## src/hdl/sbs_consts.vh

```
// Constants for the status byte, self-test and command sequencer.
`ifndef SBS_CONSTS_VH
`define SBS_CONSTS_VH
// Command codes presented by the command parser.
`define SBS_CMD_SRE_WR 8'h01
`define SBS_CMD_SRE_RD 8'h02
`define SBS_CMD_STB_RD 8'h03
`define SBS_CMD_ESR_RD 8'h04
`define SBS_CMD_TST_RD 8'h05
`define SBS_CMD_WAIT 8'h06
`define SBS_CMD_OVL 8'h07
`define SBS_CMD_VER_RD 8'h44
`define SBS_CMD_PHA 8'h77
`define SBS_CMD_PHB 8'h78
`define SBS_CMD_PHC 8'h79
// Status byte field positions.
`define SBS_STB_RQS 6
`define SBS_STB_ESB 5
`define SBS_STB_MAV 4
`define SBS_STB_AMP 0
`define SBS_SRE_RST 8'h00
// Amplifier link operations.
`define SBS_OP_STATUS 3'h0
`define SBS_OP_RESET 3'h1
`define SBS_OP_OPEN 3'h2
`define SBS_OP_ZERO 3'h3
`define SBS_OP_READ 3'h4
// Self-test error code parts.
`define SBS_BASE_RESET 12'h100
`define SBS_BASE_OPEN 12'h300
`define SBS_BASE_ZERO 12'h600
`define SBS_BASE_NOZERO 12'h700
`define SBS_BASE_READ 12'h800
`define SBS_CODE_STATUS 12'h010
`define SBS_CODE_SEND 12'h020
// Manual mode steps in tenths of a volt, angle limit in degrees.
`define SBS_STEP_FINE 16'h000A
`define SBS_STEP_COARSE 16'h0064
`define SBS_ANGLE_LIM 8'h0A
`define SBS_NUM_PARAMS 3'h5
`endif

```

## src/hdl/sbs_top.v

```verilog
// Status byte, service request, self-test and command sequencing logic.
`timescale 1ns/1ps
`include "sbs_consts.vh"
// How it works
// Eight-bit enable mask, any value writable, readable, zero after reset.
// Status bit 6 is OR of status bits enabled by the mask.
// Serial poll clears the request-for-service flag, summary bit stays.
// A zero enable mask never raises a service request.
// Status byte query returns the current byte and clears nothing.
// Serial poll answer is status byte with request flag in bit 6.
// Bit 6 request, bit 5 event summary, bit 4 message available, bit 0 amplifier.
// Summary bits follow their event registers only.
// Self-test resets link, opens relay, programs zero volts, reads voltage back.
// Self-test answers zero on success, a non-zero code otherwise.
// Error code carries a base for the failing step, 100H to 800H.
// Failure part is transmit code plus 010H for status or 020H for command.
// Every amplifier command is preceded by a status request.
// Transmit codes 081H, 083H-085H, 0C1H, 0C3H, 0CFH come from the link.
// Wait stalls commands until all earlier ones, overlapped too, finish.
// Voltage, state, relay and trigger commands overlap; others run in order.
// Only a device clear aborts a pending wait.
// In serial mode D reads version, w x y set one phase voltage.
// Parameter key advances parameter from phase A in 1.0V; with shift tenfold.
// Phase angle adjustment is limited to plus or minus 10 degrees.
// Reading the standard event register returns it and clears it.
// Service request line follows the request flag until a serial poll.
module sbs_top #(
    parameter VERSION = 16'h0001, // Arbitrary version value.
    parameter OVL_W = 4 // Width of the outstanding overlapped counter.
) (
    input wire MCLK_I, // 200 MHz clock.
    input wire RSTN_I, // Synchronous reset, active low.
    input wire CMD_VALID_I, // Command strobe.
    input wire [7:0] CMD_CODE_I, // Command code.
    input wire [15:0] CMD_DATA_I, // Command argument.
    output reg CMD_READY_O, // Command can be taken.
    output reg RESP_VALID_O, // Answer strobe.
    output reg [15:0] RESP_DATA_O, // Query answer.
    input wire [7:0] EVT_SET_I, // Event set pulses.
    input wire MAV_I, // Message available.
    input wire AMP_SUM_I, // Amplifier summary.
    input wire SPOLL_I, // Serial poll pin.
    input wire DCL_I, // Device clear pin.
    output reg SRQ_O, // Service request line.
    output reg [7:0] SPOLL_BYTE_O, // Serial poll answer.
    output reg [7:0] SRE_O, // Enable mask.
    output reg [7:0] STB_O, // Status byte.
    output reg OVL_START_O, // Overlapped command launched.
    input wire OVL_DONE_I, // Overlapped command finished.
    output reg LINK_REQ_O, // Link request pulse.
    output reg [2:0] LINK_OP_O, // Link operation.
    input wire LINK_DONE_I, // Link operation finished.
    input wire LINK_ERR_I, // Link operation failed.
    input wire [7:0] LINK_XCODE_I, // Transmit error code.
    input wire [15:0] LINK_DATA_I, // Read back voltage.
    input wire SERIAL_MODE_I, // Serial remote mode pin.
    input wire MODE_KEY_I, // Parameter-select key pin.
    input wire SHIFT_KEY_I, // Shift key pin.
    input wire UP_KEY_I, // Increment key pin.
    input wire DOWN_KEY_I, // Decrement key pin.
    output reg [15:0] PHASE_A_O, // Phase A volts, tenths.
    output reg [15:0] PHASE_B_O, // Phase B volts, tenths.
    output reg [15:0] PHASE_C_O, // Phase C volts, tenths.
    output reg [7:0] ANGLE_B_O, // Phase B angle, signed degrees.
    output reg [7:0] ANGLE_C_O, // Phase C angle, signed degrees.
    output reg [2:0] PARAM_O // Selected manual parameter.
);
    // ******************************
    // Pin synchronisation
    // ******************************
    wire [6:0] pin_s;
    sbs_sync3 #(
        .W(7)
    ) u_sync (
        .clk_i(MCLK_I),
        .rstn_i(RSTN_I),
        .d_i({SPOLL_I, DCL_I, SERIAL_MODE_I, MODE_KEY_I, SHIFT_KEY_I, UP_KEY_I, DOWN_KEY_I}),
        .q_o(pin_s)
    );
    reg [6:0] pin_q;
    always @(posedge MCLK_I) begin
        if (!RSTN_I) begin
            pin_q <= 7'h00;
        end else begin
            pin_q <= pin_s;
        end
    end
    wire poll_p = pin_s[6] & ~pin_q[6];
    wire dcl_p = pin_s[5] & ~pin_q[5];
    wire serial_m = pin_s[4];
    wire mode_p = pin_s[3] & ~pin_q[3];
    wire shift_p = pin_s[2] & ~pin_q[2];
    wire up_p = pin_s[1] & ~pin_q[1];
    wire down_p = pin_s[0] & ~pin_q[0];
    // ******************************
    // Status byte and service request
    // ******************************
    reg [7:0] esr_q;
    reg coarse_q;
    wire take = CMD_VALID_I & CMD_READY_O;
    wire esr_rd = take & (CMD_CODE_I == `SBS_CMD_ESR_RD);
    wire [7:0] stb_lo = {1'b0, 1'b0, |esr_q, MAV_I, 3'b000, AMP_SUM_I}; // see R7
    wire mss = |(stb_lo & SRE_O); // see R2
    wire [7:0] stb = stb_lo | ({7'h00, mss} << `SBS_STB_RQS);
    reg mss_q;
    always @(posedge MCLK_I) begin
        if (!RSTN_I) begin
            SRE_O <= `SBS_SRE_RST;
            esr_q <= 8'h00;
            mss_q <= 1'b0;
            SRQ_O <= 1'b0;
            STB_O <= 8'h00;
            SPOLL_BYTE_O <= 8'h00;
        end else begin
            if (take && CMD_CODE_I == `SBS_CMD_SRE_WR) begin
                SRE_O <= CMD_DATA_I[7:0];
            end
            // A new event in the clearing read survives it.
            esr_q <= (esr_rd ? 8'h00 : esr_q) | EVT_SET_I;
            mss_q <= mss;
            STB_O <= stb;
            // Request rises with the summary; a new rise beats the poll clear.
            if (mss && !mss_q) begin
                SRQ_O <= 1'b1;
            end else if (poll_p) begin
                SRQ_O <= 1'b0; // see R3
            end
            if (poll_p) begin
                SPOLL_BYTE_O <= stb_lo | ({7'h00, SRQ_O} << `SBS_STB_RQS);
            end
        end
    end
    // ******************************
    // Self-test sequencer
    // ******************************
    localparam ST_IDLE = 2'd0;
    localparam ST_REQ = 2'd1;
    localparam ST_WAIT = 2'd2;
    reg [1:0] st_q;
    reg [1:0] step_q;
    reg phase_q;
    wire [2:0] step_op = (step_q == 2'd0) ? `SBS_OP_RESET : (step_q == 2'd1) ? `SBS_OP_OPEN :
        (step_q == 2'd2) ? `SBS_OP_ZERO : `SBS_OP_READ;
    wire [11:0] step_base = (step_q == 2'd0) ? `SBS_BASE_RESET :
        (step_q == 2'd1) ? `SBS_BASE_OPEN :
        (step_q == 2'd2) ? `SBS_BASE_ZERO : `SBS_BASE_READ;
    wire tst_start = take & (CMD_CODE_I == `SBS_CMD_TST_RD);
    wire [11:0] fail_code = step_base + (phase_q ? `SBS_CODE_SEND : `SBS_CODE_STATUS)
        + {4'h0, LINK_XCODE_I}; // see R11 see R12
    wire tst_end = (st_q == ST_WAIT) & LINK_DONE_I & (LINK_ERR_I | (phase_q & step_q == 2'd3));
    wire [15:0] tst_res = LINK_ERR_I ? {4'h0, fail_code} :
        (LINK_DATA_I != 16'h0000) ? {4'h0, `SBS_BASE_NOZERO} : 16'h0000;
    always @(posedge MCLK_I) begin
        if (!RSTN_I) begin
            st_q <= ST_IDLE;
            step_q <= 2'd0;
            phase_q <= 1'b0;
            LINK_REQ_O <= 1'b0;
            LINK_OP_O <= `SBS_OP_STATUS;
        end else begin
            LINK_REQ_O <= 1'b0;
            case (st_q)
                ST_IDLE: begin
                    if (tst_start) begin
                        step_q <= 2'd0;
                        phase_q <= 1'b0;
                        st_q <= ST_REQ;
                    end
                end
                ST_REQ: begin
                    // Status first, then the step's own command.
                    LINK_OP_O <= phase_q ? step_op : `SBS_OP_STATUS; // see R13
                    LINK_REQ_O <= 1'b1;
                    st_q <= ST_WAIT;
                end
                ST_WAIT: begin
                    if (tst_end) begin
                        st_q <= ST_IDLE;
                    end else if (LINK_DONE_I) begin
                        phase_q <= ~phase_q;
                        if (phase_q) begin
                            step_q <= step_q + 2'd1;
                        end
                        st_q <= ST_REQ;
                    end
                end
                default: st_q <= ST_IDLE;
            endcase
        end
    end
    // ******************************
    // Command sequencing, wait and answers
    // ******************************
    wire [15:0] step = coarse_q ? `SBS_STEP_COARSE : `SBS_STEP_FINE;
    reg [OVL_W-1:0] ovl_q;
    reg wait_q;
    wire is_ovl = (CMD_CODE_I == `SBS_CMD_OVL) | (serial_m & ((CMD_CODE_I == `SBS_CMD_PHA) |
        (CMD_CODE_I == `SBS_CMD_PHB) | (CMD_CODE_I == `SBS_CMD_PHC))); // see R16
    wire ovl_go = take & is_ovl;
    wire [OVL_W-1:0] ovl_d = ovl_q + {{(OVL_W-1){1'b0}}, ovl_go}
        - {{(OVL_W-1){1'b0}}, OVL_DONE_I & (ovl_q != {OVL_W{1'b0}})};
    wire ovl_full = &ovl_q;
    wire wait_d = dcl_p ? 1'b0 :
        (take & CMD_CODE_I == `SBS_CMD_WAIT) ? 1'b1 :
        (ovl_d == {OVL_W{1'b0}}) ? 1'b0 : wait_q;
    wire st_d_busy = tst_start | ((st_q != ST_IDLE) & ~tst_end);
    always @(posedge MCLK_I) begin
        if (!RSTN_I) begin
            ovl_q <= {OVL_W{1'b0}};
            wait_q <= 1'b0;
            CMD_READY_O <= 1'b0;
            OVL_START_O <= 1'b0;
            RESP_VALID_O <= 1'b0;
            RESP_DATA_O <= 16'h0000;
            PHASE_A_O <= 16'h0000;
            PHASE_B_O <= 16'h0000;
            PHASE_C_O <= 16'h0000;
        end else begin
            ovl_q <= ovl_d;
            wait_q <= wait_d;
            CMD_READY_O <= ~wait_d & ~st_d_busy & ~(ovl_full & ~OVL_DONE_I) & ~take;
            OVL_START_O <= ovl_go;
            RESP_VALID_O <= 1'b0;
            if (tst_end) begin
                RESP_VALID_O <= 1'b1;
                RESP_DATA_O <= tst_res;
            end else if (take) begin
                case (CMD_CODE_I)
                    `SBS_CMD_SRE_RD: begin
                        RESP_VALID_O <= 1'b1;
                        RESP_DATA_O <= {8'h00, SRE_O};
                    end
                    `SBS_CMD_STB_RD: begin
                        RESP_VALID_O <= 1'b1;
                        RESP_DATA_O <= {8'h00, stb};
                    end
                    `SBS_CMD_ESR_RD: begin
                        RESP_VALID_O <= 1'b1;
                        RESP_DATA_O <= {8'h00, esr_q};
                    end
                    `SBS_CMD_VER_RD: begin
                        RESP_VALID_O <= serial_m;
                        RESP_DATA_O <= VERSION;
                    end
                    default: RESP_DATA_O <= RESP_DATA_O;
                endcase
            end
            if (ovl_go && CMD_CODE_I == `SBS_CMD_PHA) begin
                PHASE_A_O <= CMD_DATA_I;
            end
            if (ovl_go && CMD_CODE_I == `SBS_CMD_PHB) begin
                PHASE_B_O <= CMD_DATA_I;
            end
            if (ovl_go && CMD_CODE_I == `SBS_CMD_PHC) begin
                PHASE_C_O <= CMD_DATA_I;
            end
            // ******************************
            // Manual adjustment; keys act only outside serial mode.
            // ******************************
            if (!serial_m && (up_p || down_p)) begin
                case (PARAM_O)
                    3'd0: PHASE_A_O <= up_p ? PHASE_A_O + step : PHASE_A_O - step;
                    3'd1: PHASE_B_O <= up_p ? PHASE_B_O + step : PHASE_B_O - step;
                    3'd2: PHASE_C_O <= up_p ? PHASE_C_O + step : PHASE_C_O - step;
                    default: PHASE_A_O <= PHASE_A_O;
                endcase
            end
        end
    end
    function [7:0] ang_adj;
        input [7:0] a;
        input up;
        begin
            // Signed compare keeps the offset inside the allowed window.
            if (up && ($signed(a) < $signed(`SBS_ANGLE_LIM))) begin
                ang_adj = a + 8'h01;
            end else if (!up && ($signed(a) > -$signed(`SBS_ANGLE_LIM))) begin
                ang_adj = a - 8'h01;
            end else begin
                ang_adj = a;
            end
        end
    endfunction
    always @(posedge MCLK_I) begin
        if (!RSTN_I) begin
            PARAM_O <= 3'd0;
            coarse_q <= 1'b0;
            ANGLE_B_O <= 8'h00;
            ANGLE_C_O <= 8'h00;
        end else if (!serial_m) begin
            if (mode_p) begin
                PARAM_O <= (PARAM_O == `SBS_NUM_PARAMS - 3'd1) ? 3'd0 : PARAM_O + 3'd1;
                coarse_q <= 1'b0;
            end else if (shift_p && pin_s[3]) begin
                coarse_q <= 1'b1;
            end
            if ((up_p || down_p) && PARAM_O == 3'd3) begin
                ANGLE_B_O <= ang_adj(ANGLE_B_O, up_p);
            end
            if ((up_p || down_p) && PARAM_O == 3'd4) begin
                ANGLE_C_O <= ang_adj(ANGLE_C_O, up_p);
            end
        end
    end
endmodule // sbs_top

```

## src/hdl/sbs_sync3.v

```verilog
// Three-stage input synchroniser that accepts a change once stages two and three agree.
`timescale 1ns/1ps
module sbs_sync3 #(
    parameter W = 1
) (
    input wire clk_i, // Clock.
    input wire rstn_i, // Synchronous reset, active low.
    input wire [W-1:0] d_i, // Asynchronous inputs.
    output reg [W-1:0] q_o // Filtered inputs.
);
    reg [W-1:0] s1_q;
    reg [W-1:0] s2_q;
    reg [W-1:0] s3_q;
    integer i;
    always @(posedge clk_i) begin
        if (!rstn_i) begin
            s1_q <= {W{1'b0}};
            s2_q <= {W{1'b0}};
            s3_q <= {W{1'b0}};
            q_o <= {W{1'b0}};
        end else begin
            s1_q <= d_i;
            s2_q <= s1_q;
            s3_q <= s2_q;
            for (i = 0; i < W; i = i + 1) begin
                if (s2_q[i] == s3_q[i]) begin
                    q_o[i] <= s3_q[i];
                end
            end
        end
    end
endmodule // sbs_sync3

```

## config.mk

```make
export PLATFORM = sky130hd
export DESIGN_NAME = sbs_top
export DESIGN_NICKNAME = d
export VERILOG_FILES = /design/src/hdl/sbs_top.v /design/src/hdl/sbs_sync3.v
export VERILOG_INCLUDE_DIRS = /design/src /design/src/hdl
export SDC_FILE = /design/constraint.sdc
export NUM_CORES = 1
export LEC_CHECK = 0
export BUFFER_PORTS_ARGS = -buffer_cell sky130_fd_sc_hd__buf_2
export CAP_MARGIN = 20
export CORE_ASPECT_RATIO = 0.8
export CORE_UTILIZATION = 50
export CTS_BUF_LIST = sky130_fd_sc_hd__clkbuf_4 sky130_fd_sc_hd__clkbuf_8
export CTS_CLUSTER_DIAMETER = 120
export DETAILED_ROUTE_END_ITERATION = 6
export PLACE_DENSITY = 0.81
export SLEW_MARGIN = 30
export SYNTH_ARGS = -nofsm -noshare
export SYNTH_HDL_FRONTEND = slang
export SYNTH_SLANG_ARGS = --single-unit
```

## constraint.sdc

```tcl
create_clock -name MCLK_I -period 7.2 [get_ports MCLK_I]
set_clock_uncertainty 0.05 [all_clocks]
set_input_delay 1.08 -clock MCLK_I [delete_from_list [all_inputs] [get_ports MCLK_I]]
set_output_delay 1.08 -clock MCLK_I [all_outputs]
set_load 0.02 [all_outputs]
```

==> metrics.yaml, run 1 <==
global_route:
  overflow: 0
  grt-busiest-layer: "met2"
  grt_max_degree: 72
  antenna_found_initial: 1
  gr-usage-met3: 0.0628
  met2_usage: 0.417
  use_met1: 0.371
  grt_first_pass_wirelength_mm: 41.5
  grt_use_total: 0.270
  grt_pass1_vias: 8187
worst_setup_path:
  r2r-start: "u_sync.q_o[1]$_SDFFE_PN0N_"
  start_kind: "register"
  critPathCaptureType: "register"
  r2r_cells: 12
  cp.required_ns: 7.52
  cp_max_fo: 31
  timing.rr.end: "PHASE_B_O[12]$_SDFF_PN0_"
  worstPathArrival_ns: 4.35
  crit_type: "reg2reg"
  rrSetupSlack_ns: 3.17
routing:
  drt-wirelength-per-cell_um: 17.1
  drt-total-wl_mm: 25.7
  ant_nets: 0
  dr_total_vias: 8681
  drc: 0
  firstDrtPassIters: 5
  drtIter0Drc: 760
  vias_per_cell: 5.79
cts:
  holdBufCountCts: 0
  clock_latency_ns: 0.46
  cts-root-buf: "clkbuf_8"
  clk_path_buf_depth: 2
  cts_resized: 0
  cts.sinks: 156
  cts_tree: "yes"
  post-cts-setup-buffer-count: 0
  htree_levels: 4
  cts_inserted_buffers: 17
  clk_pin_slew_ns: 0.10
timing:
  setup_viol: 0
  fin_ws_ns: 3.17
  tns_ns: 0
  rsz0062_at_grt: "false"
  worst_slew_pin_slew_ns: 0.981
  post-route-period-util: 0.559
  fmax_ghz: 0.248
  slew_viol_final: 0
  hold_viol: 0
  fin_crit_ns: 4.03
  timing.slew.headroom: 0.344
floorplan:
  die-area_um2: 19200
  die_y_um: 124
  ios: 186
  dieWidth_um: 155
  core_um2: 18200
  rows: 44
  initial_core_util: 0.512
status:
  outcome: "completed"
synth:
  netlist-cell-type-count: 76
  synth_warnings: 0
  avgSynthCellArea_um2: 8.64
  synth_most_common_cell: "dfxtp_1"
  syn_area_um2: 9340
  yosysTopAreaCell: "dfxtp_1"
  yosysSeqAreaShare: 0.334
  async_flop_share: 0
  synth-main-ff-cell: "dfxtp_1"
  synth.top_cell.area_share: 0.334
  ys_ff_latch: 156
  yosys-top-cells-area: "dfxtp_1 (33%), ha_1 (9.8%), mux2i_1 (5.9%), a21oi_1 (5.6%), nor2_1 (4.2%)"
  yosys-top-cells-count: "dfxtp_1 (156), a21oi_1 (105), nor2_1 (105), ha_1 (73), nand2_1 (61)"
  syn_inst: 1081
  synth_edf_count: 0
placed_design:
  pre_cts_ws_ns: 2.89
  dp_hpwl_mm: 18.8
  postPlaceCellArea_um2: 10300
  io_buffers: 173
  dp_cells: 1467
  gp_congestion: 0.944
power:
  p_total_mw: 1.79
  p_int_mw: 1.29
  clock_power_share: 0.390
  power.leakage_nw: 5.01
  netSwitchingPower_mw: 0.495
  p_seq_frac: 0.503
  max-vdd-ir-drop_uv: 126
  p_comb_frac: 0.107
  power_per_cell_area_nw_per_um2: 166
  switching_share: 0.277
worst_hold_path:
  whs_path_depth: 1
  min_from: "u_sync.s1_q[6]$_SDFF_PN0_"
  worstHoldEndpoint: "u_sync.s2_q[6]$_SDFF_PN0_"
  min_path_type: "reg2reg"
layout:
  multiInputGateArea_um2: 5860
  finish.instance_area_um2: 10700
  fin_cells: 1500
  regArea_um2: 3120
  drive_gt1_frac: 0.193
  syn_to_final_growth_pct: 15.0
  fill_cells: 1655
  nNetsFinal: 1384
job:
  max_cap_violations: 0
[metrics by stage]
stage	hold WS [ns]	utilization
4_1_cts	0.390	0.589
3_3_place_gp	0.369	0.566
3_5_place_dp	0.368	0.566
5_1_grt	0.407	0.589
2_1_floorplan	0.362	-
6_report	0.387	0.589
[kinds of logic after synthesis]
group	Yosys count	synth area share
xor gates and xnor gates	47	0.0441
DFF	156	0.334
other	1	0.000402
buffers and inverters	88	0.0441
AOI/OAI and AO/OA	319	0.221
muxes	63	0.0686
adders and majority gates	80	0.113
and+or+nand+nor	327	0.175
[routing by layer]
metal / part of all wire / vias up
met5: 0 / -
met4: 0.019 / 0
met3: 0.080 / 42
met2: 0.44 / 363
met1: 0.46 / 4070
li1: - / 4206
[layout make-up]
class / count / share of cell area
antenna: 1 / 0.000233
clock buffer: 19 / 0.0238
clock inverter: 13 / 0.0144
inverter: 31 / 0.0108
multi-input combinational: 848 / 0.546
sequential: 156 / 0.291
tap: 253 / 0.0295
timing repair buffer: 179 / 0.0848
[flip-flops by register name, indices dropped and copies added, names as in the netlist, 7 cells and up]
name,cells
u_sync.s3_q,7
u_sync.s1_q,7
esr_q,8
u_sync.s2_q,7
SRE_O,8
RESP_DATA_O,12
PHASE_C_O,16
PHASE_B_O,16
PHASE_A_O,16
ANGLE_B_O,8
ANGLE_C_O,8
u_sync.q_o,7
[layout by cell type, fill, tap and decap left out, drive strengths merged, types with 9 or more instances in the layout]
cell type,count
ha,73
buf,179
xor2,23
mux2i,55
nand2,61
xnor2,24
a31oi,9
o22ai,9
and2,43
a21oi,108
a21o,20
nor2,105
inv,34
o21bai,9
nand2b,13
nand3,28
a211oi,32
o21ai,62
clkbuf,19
dfxtp,156
nor3,20
o21a,11
conb,12
[power groups by stage]
stage,clock (mW),sequential (mW),combinational [mW]
finish,0.697,0.897,0.192
CTS,0.706,0.897,0.190
global route,0.743,0.900,0.211
global placement,0,0.917,0.180
floorplan,0,0.917,0.126
detailed placement,0,0.917,0.188
[worst max-delay path: stages, from the launching register on]
cell and delay (ns):
dfxtp_1 0.34, nand2b_1 0.07, buf_4 0.39, clkinv_1 0.39
ha_1 0.61, inv_1 0.17, ha_1 0.37, o21ai_0 0.18
o31ai_1 0.15, a2111oi_0 0.65, o21bai_1 0.20, xnor2_1 0.16
o31ai_1 0.19
[how the worst max path moves through the flow]
| stage | cells past startpoint | slack, ns | start | endpoint |
|---|---|---|---|---|
| finish | 12 | 3.17 | u_sync.q_o[1]$_SDFFE_PN0N_ | PHASE_B_O[12]$_SDFF_PN0_ |
| global route | 12 | 3.01 | u_sync.q_o[1]$_SDFFE_PN0N_ | PHASE_B_O[12]$_SDFF_PN0_ |
| CTS | 13 | 3.21 | CMD_CODE_I[5] | CMD_READY_O$_SDFF_PN0_ |
| detailed placement | 13 | 2.89 | CMD_CODE_I[5] | CMD_READY_O$_SDFF_PN0_ |
| global placement | 13 | 3.06 | CMD_CODE_I[5] | CMD_READY_O$_SDFF_PN0_ |
| floorplan | 12 | 3.48 | CMD_CODE_I[5] | CMD_READY_O$_SDFF_PN0_ |
Power figures use the tool's default switching activity.
==> inputs of run 2 (changes only) <==
--- a/config.mk
+++ b/config.mk
@@ -6,6 +6,7 @@
 export SDC_FILE = /design/constraint.sdc
 export NUM_CORES = 1
 export LEC_CHECK = 0
+export ABC_AREA = 1
 export BUFFER_PORTS_ARGS = -buffer_cell sky130_fd_sc_hd__buf_2
 export CAP_MARGIN = 20
 export CORE_ASPECT_RATIO = 0.8
@@ -13,7 +14,7 @@
 export CTS_BUF_LIST = sky130_fd_sc_hd__clkbuf_4 sky130_fd_sc_hd__clkbuf_8
 export CTS_CLUSTER_DIAMETER = 120
 export DETAILED_ROUTE_END_ITERATION = 6
-export PLACE_DENSITY = 0.81
+export PLACE_DENSITY = 0.8
 export SLEW_MARGIN = 30
 export SYNTH_ARGS = -nofsm -noshare
 export SYNTH_HDL_FRONTEND = slang
==> constraint.sdc (replaced) <==
create_clock -name MCLK_I -period 3.9 [get_ports MCLK_I]
set_clock_uncertainty 0.05 [all_clocks]
set_input_delay 0.585 -clock MCLK_I [delete_from_list [all_inputs] [get_ports MCLK_I]]
set_output_delay 0.585 -clock MCLK_I [all_outputs]
set_load 0.02 [all_outputs]
==> run 2 against run 1 <==
Against the previous run:
- final cell count increased by 29%
- utilization about the same
- combinational power increased by 99%
- sequential power increased by 85%
- area after synthesis increased by 6.6%
- critical endpoint is now PHASE_A_O[1]$_SDFFE_PN0P_
- largest power group unchanged
- highest routed layer unchanged
==> metrics.yaml, run 2 <==
worst_setup_path:
  rrSetupSlack_ns: 1.0  # -2.17 ns
  critPathCaptureType: "register"
  timing.rr.end: "PHASE_A_O[1]$_SDFFE_PN0P_"
  r2r-start: "u_sync.q_o[1]$_SDFFE_PN0N_"
  r2r_cells: 12  # unchanged
  cp_max_fo: 31  # unchanged
  worstPathArrival_ns: 3.25  # -1.10 ns
  cp.required_ns: 4.25  # -3.27 ns
  start_kind: "register"
  crit_type: "reg2reg"
cts:
  clk_pin_slew_ns: 0.09  # about the same
  clock_latency_ns: 0.48  # +0.02 ns
  cts.sinks: 156  # unchanged
  cts_resized: 0  # unchanged
  cts_tree: "yes"
  holdBufCountCts: 0  # unchanged
  clk_path_buf_depth: 2  # unchanged
  htree_levels: 4  # unchanged
  cts_inserted_buffers: 17  # unchanged
  cts-root-buf: "clkbuf_8"
  post-cts-setup-buffer-count: 0  # unchanged
synth:
  syn_area_um2: 9950  # +6.6%
  ys_ff_latch: 156  # unchanged
  netlist-cell-type-count: 51  # -33%
  synth_warnings: 0  # unchanged
  async_flop_share: 0  # unchanged
  avgSynthCellArea_um2: 6.67  # -23%
  synth.top_cell.area_share: 0.314  # -0.0207
  yosys-top-cells-area: "dfxtp_1 (31%), nand2_1 (13%), ha_1 (9.2%), a21oi_1 (8.4%), inv_1 (6.8%)"
  synth_most_common_cell: "nand2_1"
  yosysSeqAreaShare: 0.314  # -0.0207
  synth_edf_count: 0  # unchanged
  yosysTopAreaCell: "dfxtp_1"
  syn_inst: 1493  # +38%
  synth-main-ff-cell: "dfxtp_1"
  yosys-top-cells-count: "nand2_1 (348), inv_1 (179), a21oi_1 (168), dfxtp_1 (156), nor2_1 (149)"
worst_hold_path:
  worstHoldEndpoint: "u_sync.s1_q[5]$_SDFF_PN0_"
  min_from: "DCL_I"
  whs_path_depth: 3  # +2
  min_path_type: "in2reg"
power:
  clock_power_share: 0.377  # -0.013
  p_comb_frac: 0.117  # +0.010
  power_per_cell_area_nw_per_um2: 288  # +73%
  netSwitchingPower_mw: 0.918  # +85%
  max-vdd-ir-drop_uv: 222  # +76%
  p_int_mw: 2.36  # +83%
  p_seq_frac: 0.507  # +0.004
  switching_share: 0.280  # +0.00313
  power.leakage_nw: 6.10  # +22%
floorplan:
  rows: 45  # +2.3%
  die-area_um2: 20500  # +6.5%
  die_y_um: 128  # +3.2%
  dieWidth_um: 160  # +3.2%
  core_um2: 19300  # +5.7%
  ios: 186  # unchanged
  initial_core_util: 0.517  # +0.00453
status:
  outcome: "completed"
timing:
  post-route-period-util: 0.744  # +0.185
  fin_ws_ns: 1.00  # -2.17 ns
  slew_viol_final: 0  # unchanged
  setup_viol: 0  # unchanged
  hold_viol: 0  # unchanged
  fmax_ghz: 0.345  # +39%
  fin_crit_ns: 2.90  # -1.13 ns
  tns_ns: 0  # unchanged
  holdWs_ns: 0.244  # -0.143 ns
  rsz0062_at_grt: "false"
  timing.slew.headroom: 0.501  # +0.156
  worst_slew_pin_slew_ns: 0.749  # -0.232 ns
global_route:
  grt_pass1_vias: 9072  # +11%
  grt_use_total: 0.277  # +0.00722
  grt_max_degree: 43  # -40%
  grt_first_pass_wirelength_mm: 45.2  # +8.8%
  antenna_found_initial: 1  # unchanged
  overflow: 0  # unchanged
placed_design:
  dp_hpwl_mm: 21.6  # +15%
  io_buffers: 173  # unchanged
  gp_congestion: 0.981  # +4.0%
  pre_cts_ws_ns: 0.742  # -2.15 ns
routing:
  dr_total_vias: 10200  # +18%
  vias_per_cell: 5.31  # -8.3%
  drc: 0  # unchanged
  drt-wirelength-per-cell_um: 14.6  # -15%
  ant_nets: 0  # unchanged
  firstDrtPassIters: 6  # +1
  drtIter0Drc: 777  # +2.2%
  drt-total-wl_mm: 28.2  # +9.5%
layout:
  final_cell_mix: "nand2_1 (348), inv_1 (179), buf_2 (173)"
  final_common_cell: "nand2_1"
  nNetsFinal: 1808  # +31%
  syn_to_final_growth_pct: 14.1
  drive_gt1_frac: 0.151  # -0.0411
  antenna_cells: 0  # -1
  top_regs: "PHASE_A_O x16, PHASE_B_O x16, PHASE_C_O x16"
job:
  max_cap_violations: 0  # unchanged
run 2: cell count changes after synthesis, moves of 29 or more:
cell / previous run / this run
nor2_1: 105 / 149
nand2_1: 61 / 348
and2_1: 43 / 2
mux2i_1: 55 / 0
nand3_1: 28 / 117
a21oi_1: 105 / 168
inv_1: 28 / 179
a211oi_1: 32 / 3
o21ai_0: 59 / 94
run 2: kinds of logic after synthesis:
logic type,count (synthesis),share of synthesized area
AND/OR/NAND/NOR,681,0.293
XOR/XNOR,20,0.0176
buffers and inverters,235,0.0997
AO/OA/AOI/OAI,320,0.170
other,1,0.000377
adder cells (fa/ha/maj),80,0.106
flip-flops,156,0.314
run 2: power by group through the flow:
stage	logic (mW)	clock network [mW]	registers [mW]
2_1_floorplan	0.261	0	1.69
3_3_place_gp	0.362	0	1.69
3_5_place_dp	0.376	0	1.70
4_1_cts	0.376	1.25	1.66
5_1_grt	0.429	1.32	1.66
6_report	0.382	1.23	1.66
run 2: critical path, stage by stage, from the launching register on:
cell     delay (ns)
dfxtp_1        0.34
nand2_2        0.07
buf_4          0.40
o21ai_1        0.15
nand2_1        0.13
inv_2          0.09
nand2_2        0.32
inv_2          0.24
nand2_2        0.39
inv_1          0.29
nor2_1         0.15
nand2_1        0.06
a21oi_1        0.11
run 2: stage by stage:
| stage | area, µm² | util | power (mW) | cells |
|---|---|---|---|---|
| after CTS | 11400 | 0.590 | 3.28 | 1928 |
| after floorplan | 9990 | - | 1.96 | 1504 |
| after detailed placement | 11000 | 0.569 | 2.07 | 1896 |
| after global placement | 11000 | 0.569 | 2.06 | 1896 |
| after global routing | 11400 | 0.590 | 3.41 | 1928 |
| final | 11400 | 0.590 | 3.27 | 1928 |
run 2: layout make-up:
| cell class | instances | area [µm²] |
|---|---|---|
| Fill cell | 1895 | 7900 |
| Inverter | 188 | 708 |
| Timing Repair Buffer | 181 | 926 |
| Clock inverter | 11 | 108 |
| Sequential cell | 156 | 3120 |
| Tap cell | 258 | 323 |
| Clock buffer | 21 | 289 |
| Multi-Input combinational cell | 1113 | 5880 |
run 2: how the worst max path moves through the flow:
| stage | from | slack [ns] | to |
|---|---|---|---|
| 2_1_floorplan | CMD_CODE_I[5] | 1.03 | wait_q$_SDFF_PN0_ |
| 3_3_place_gp | CMD_CODE_I[5] | 0.85 | wait_q$_SDFF_PN0_ |
| 3_5_place_dp | CMD_CODE_I[5] | 0.74 | wait_q$_SDFF_PN0_ |
| 4_1_cts | u_sync.q_o[1]$_SDFFE_PN0N_ | 1.03 | PHASE_B_O[15]$_SDFF_PN0_ |
| 5_1_grt | u_sync.q_o[1]$_SDFFE_PN0N_ | 0.79 | PHASE_B_O[15]$_SDFF_PN0_ |
| 6_report | u_sync.q_o[1]$_SDFFE_PN0N_ | 1.0 | PHASE_A_O[1]$_SDFFE_PN0P_ |
run 2: metal layers:
metal / track usage / wire length, µm
met5: 0 / 0
met4: 0.0764 / 506
met3: 0.0699 / 2430
met2: 0.444 / 12300
met1: 0.369 / 12900
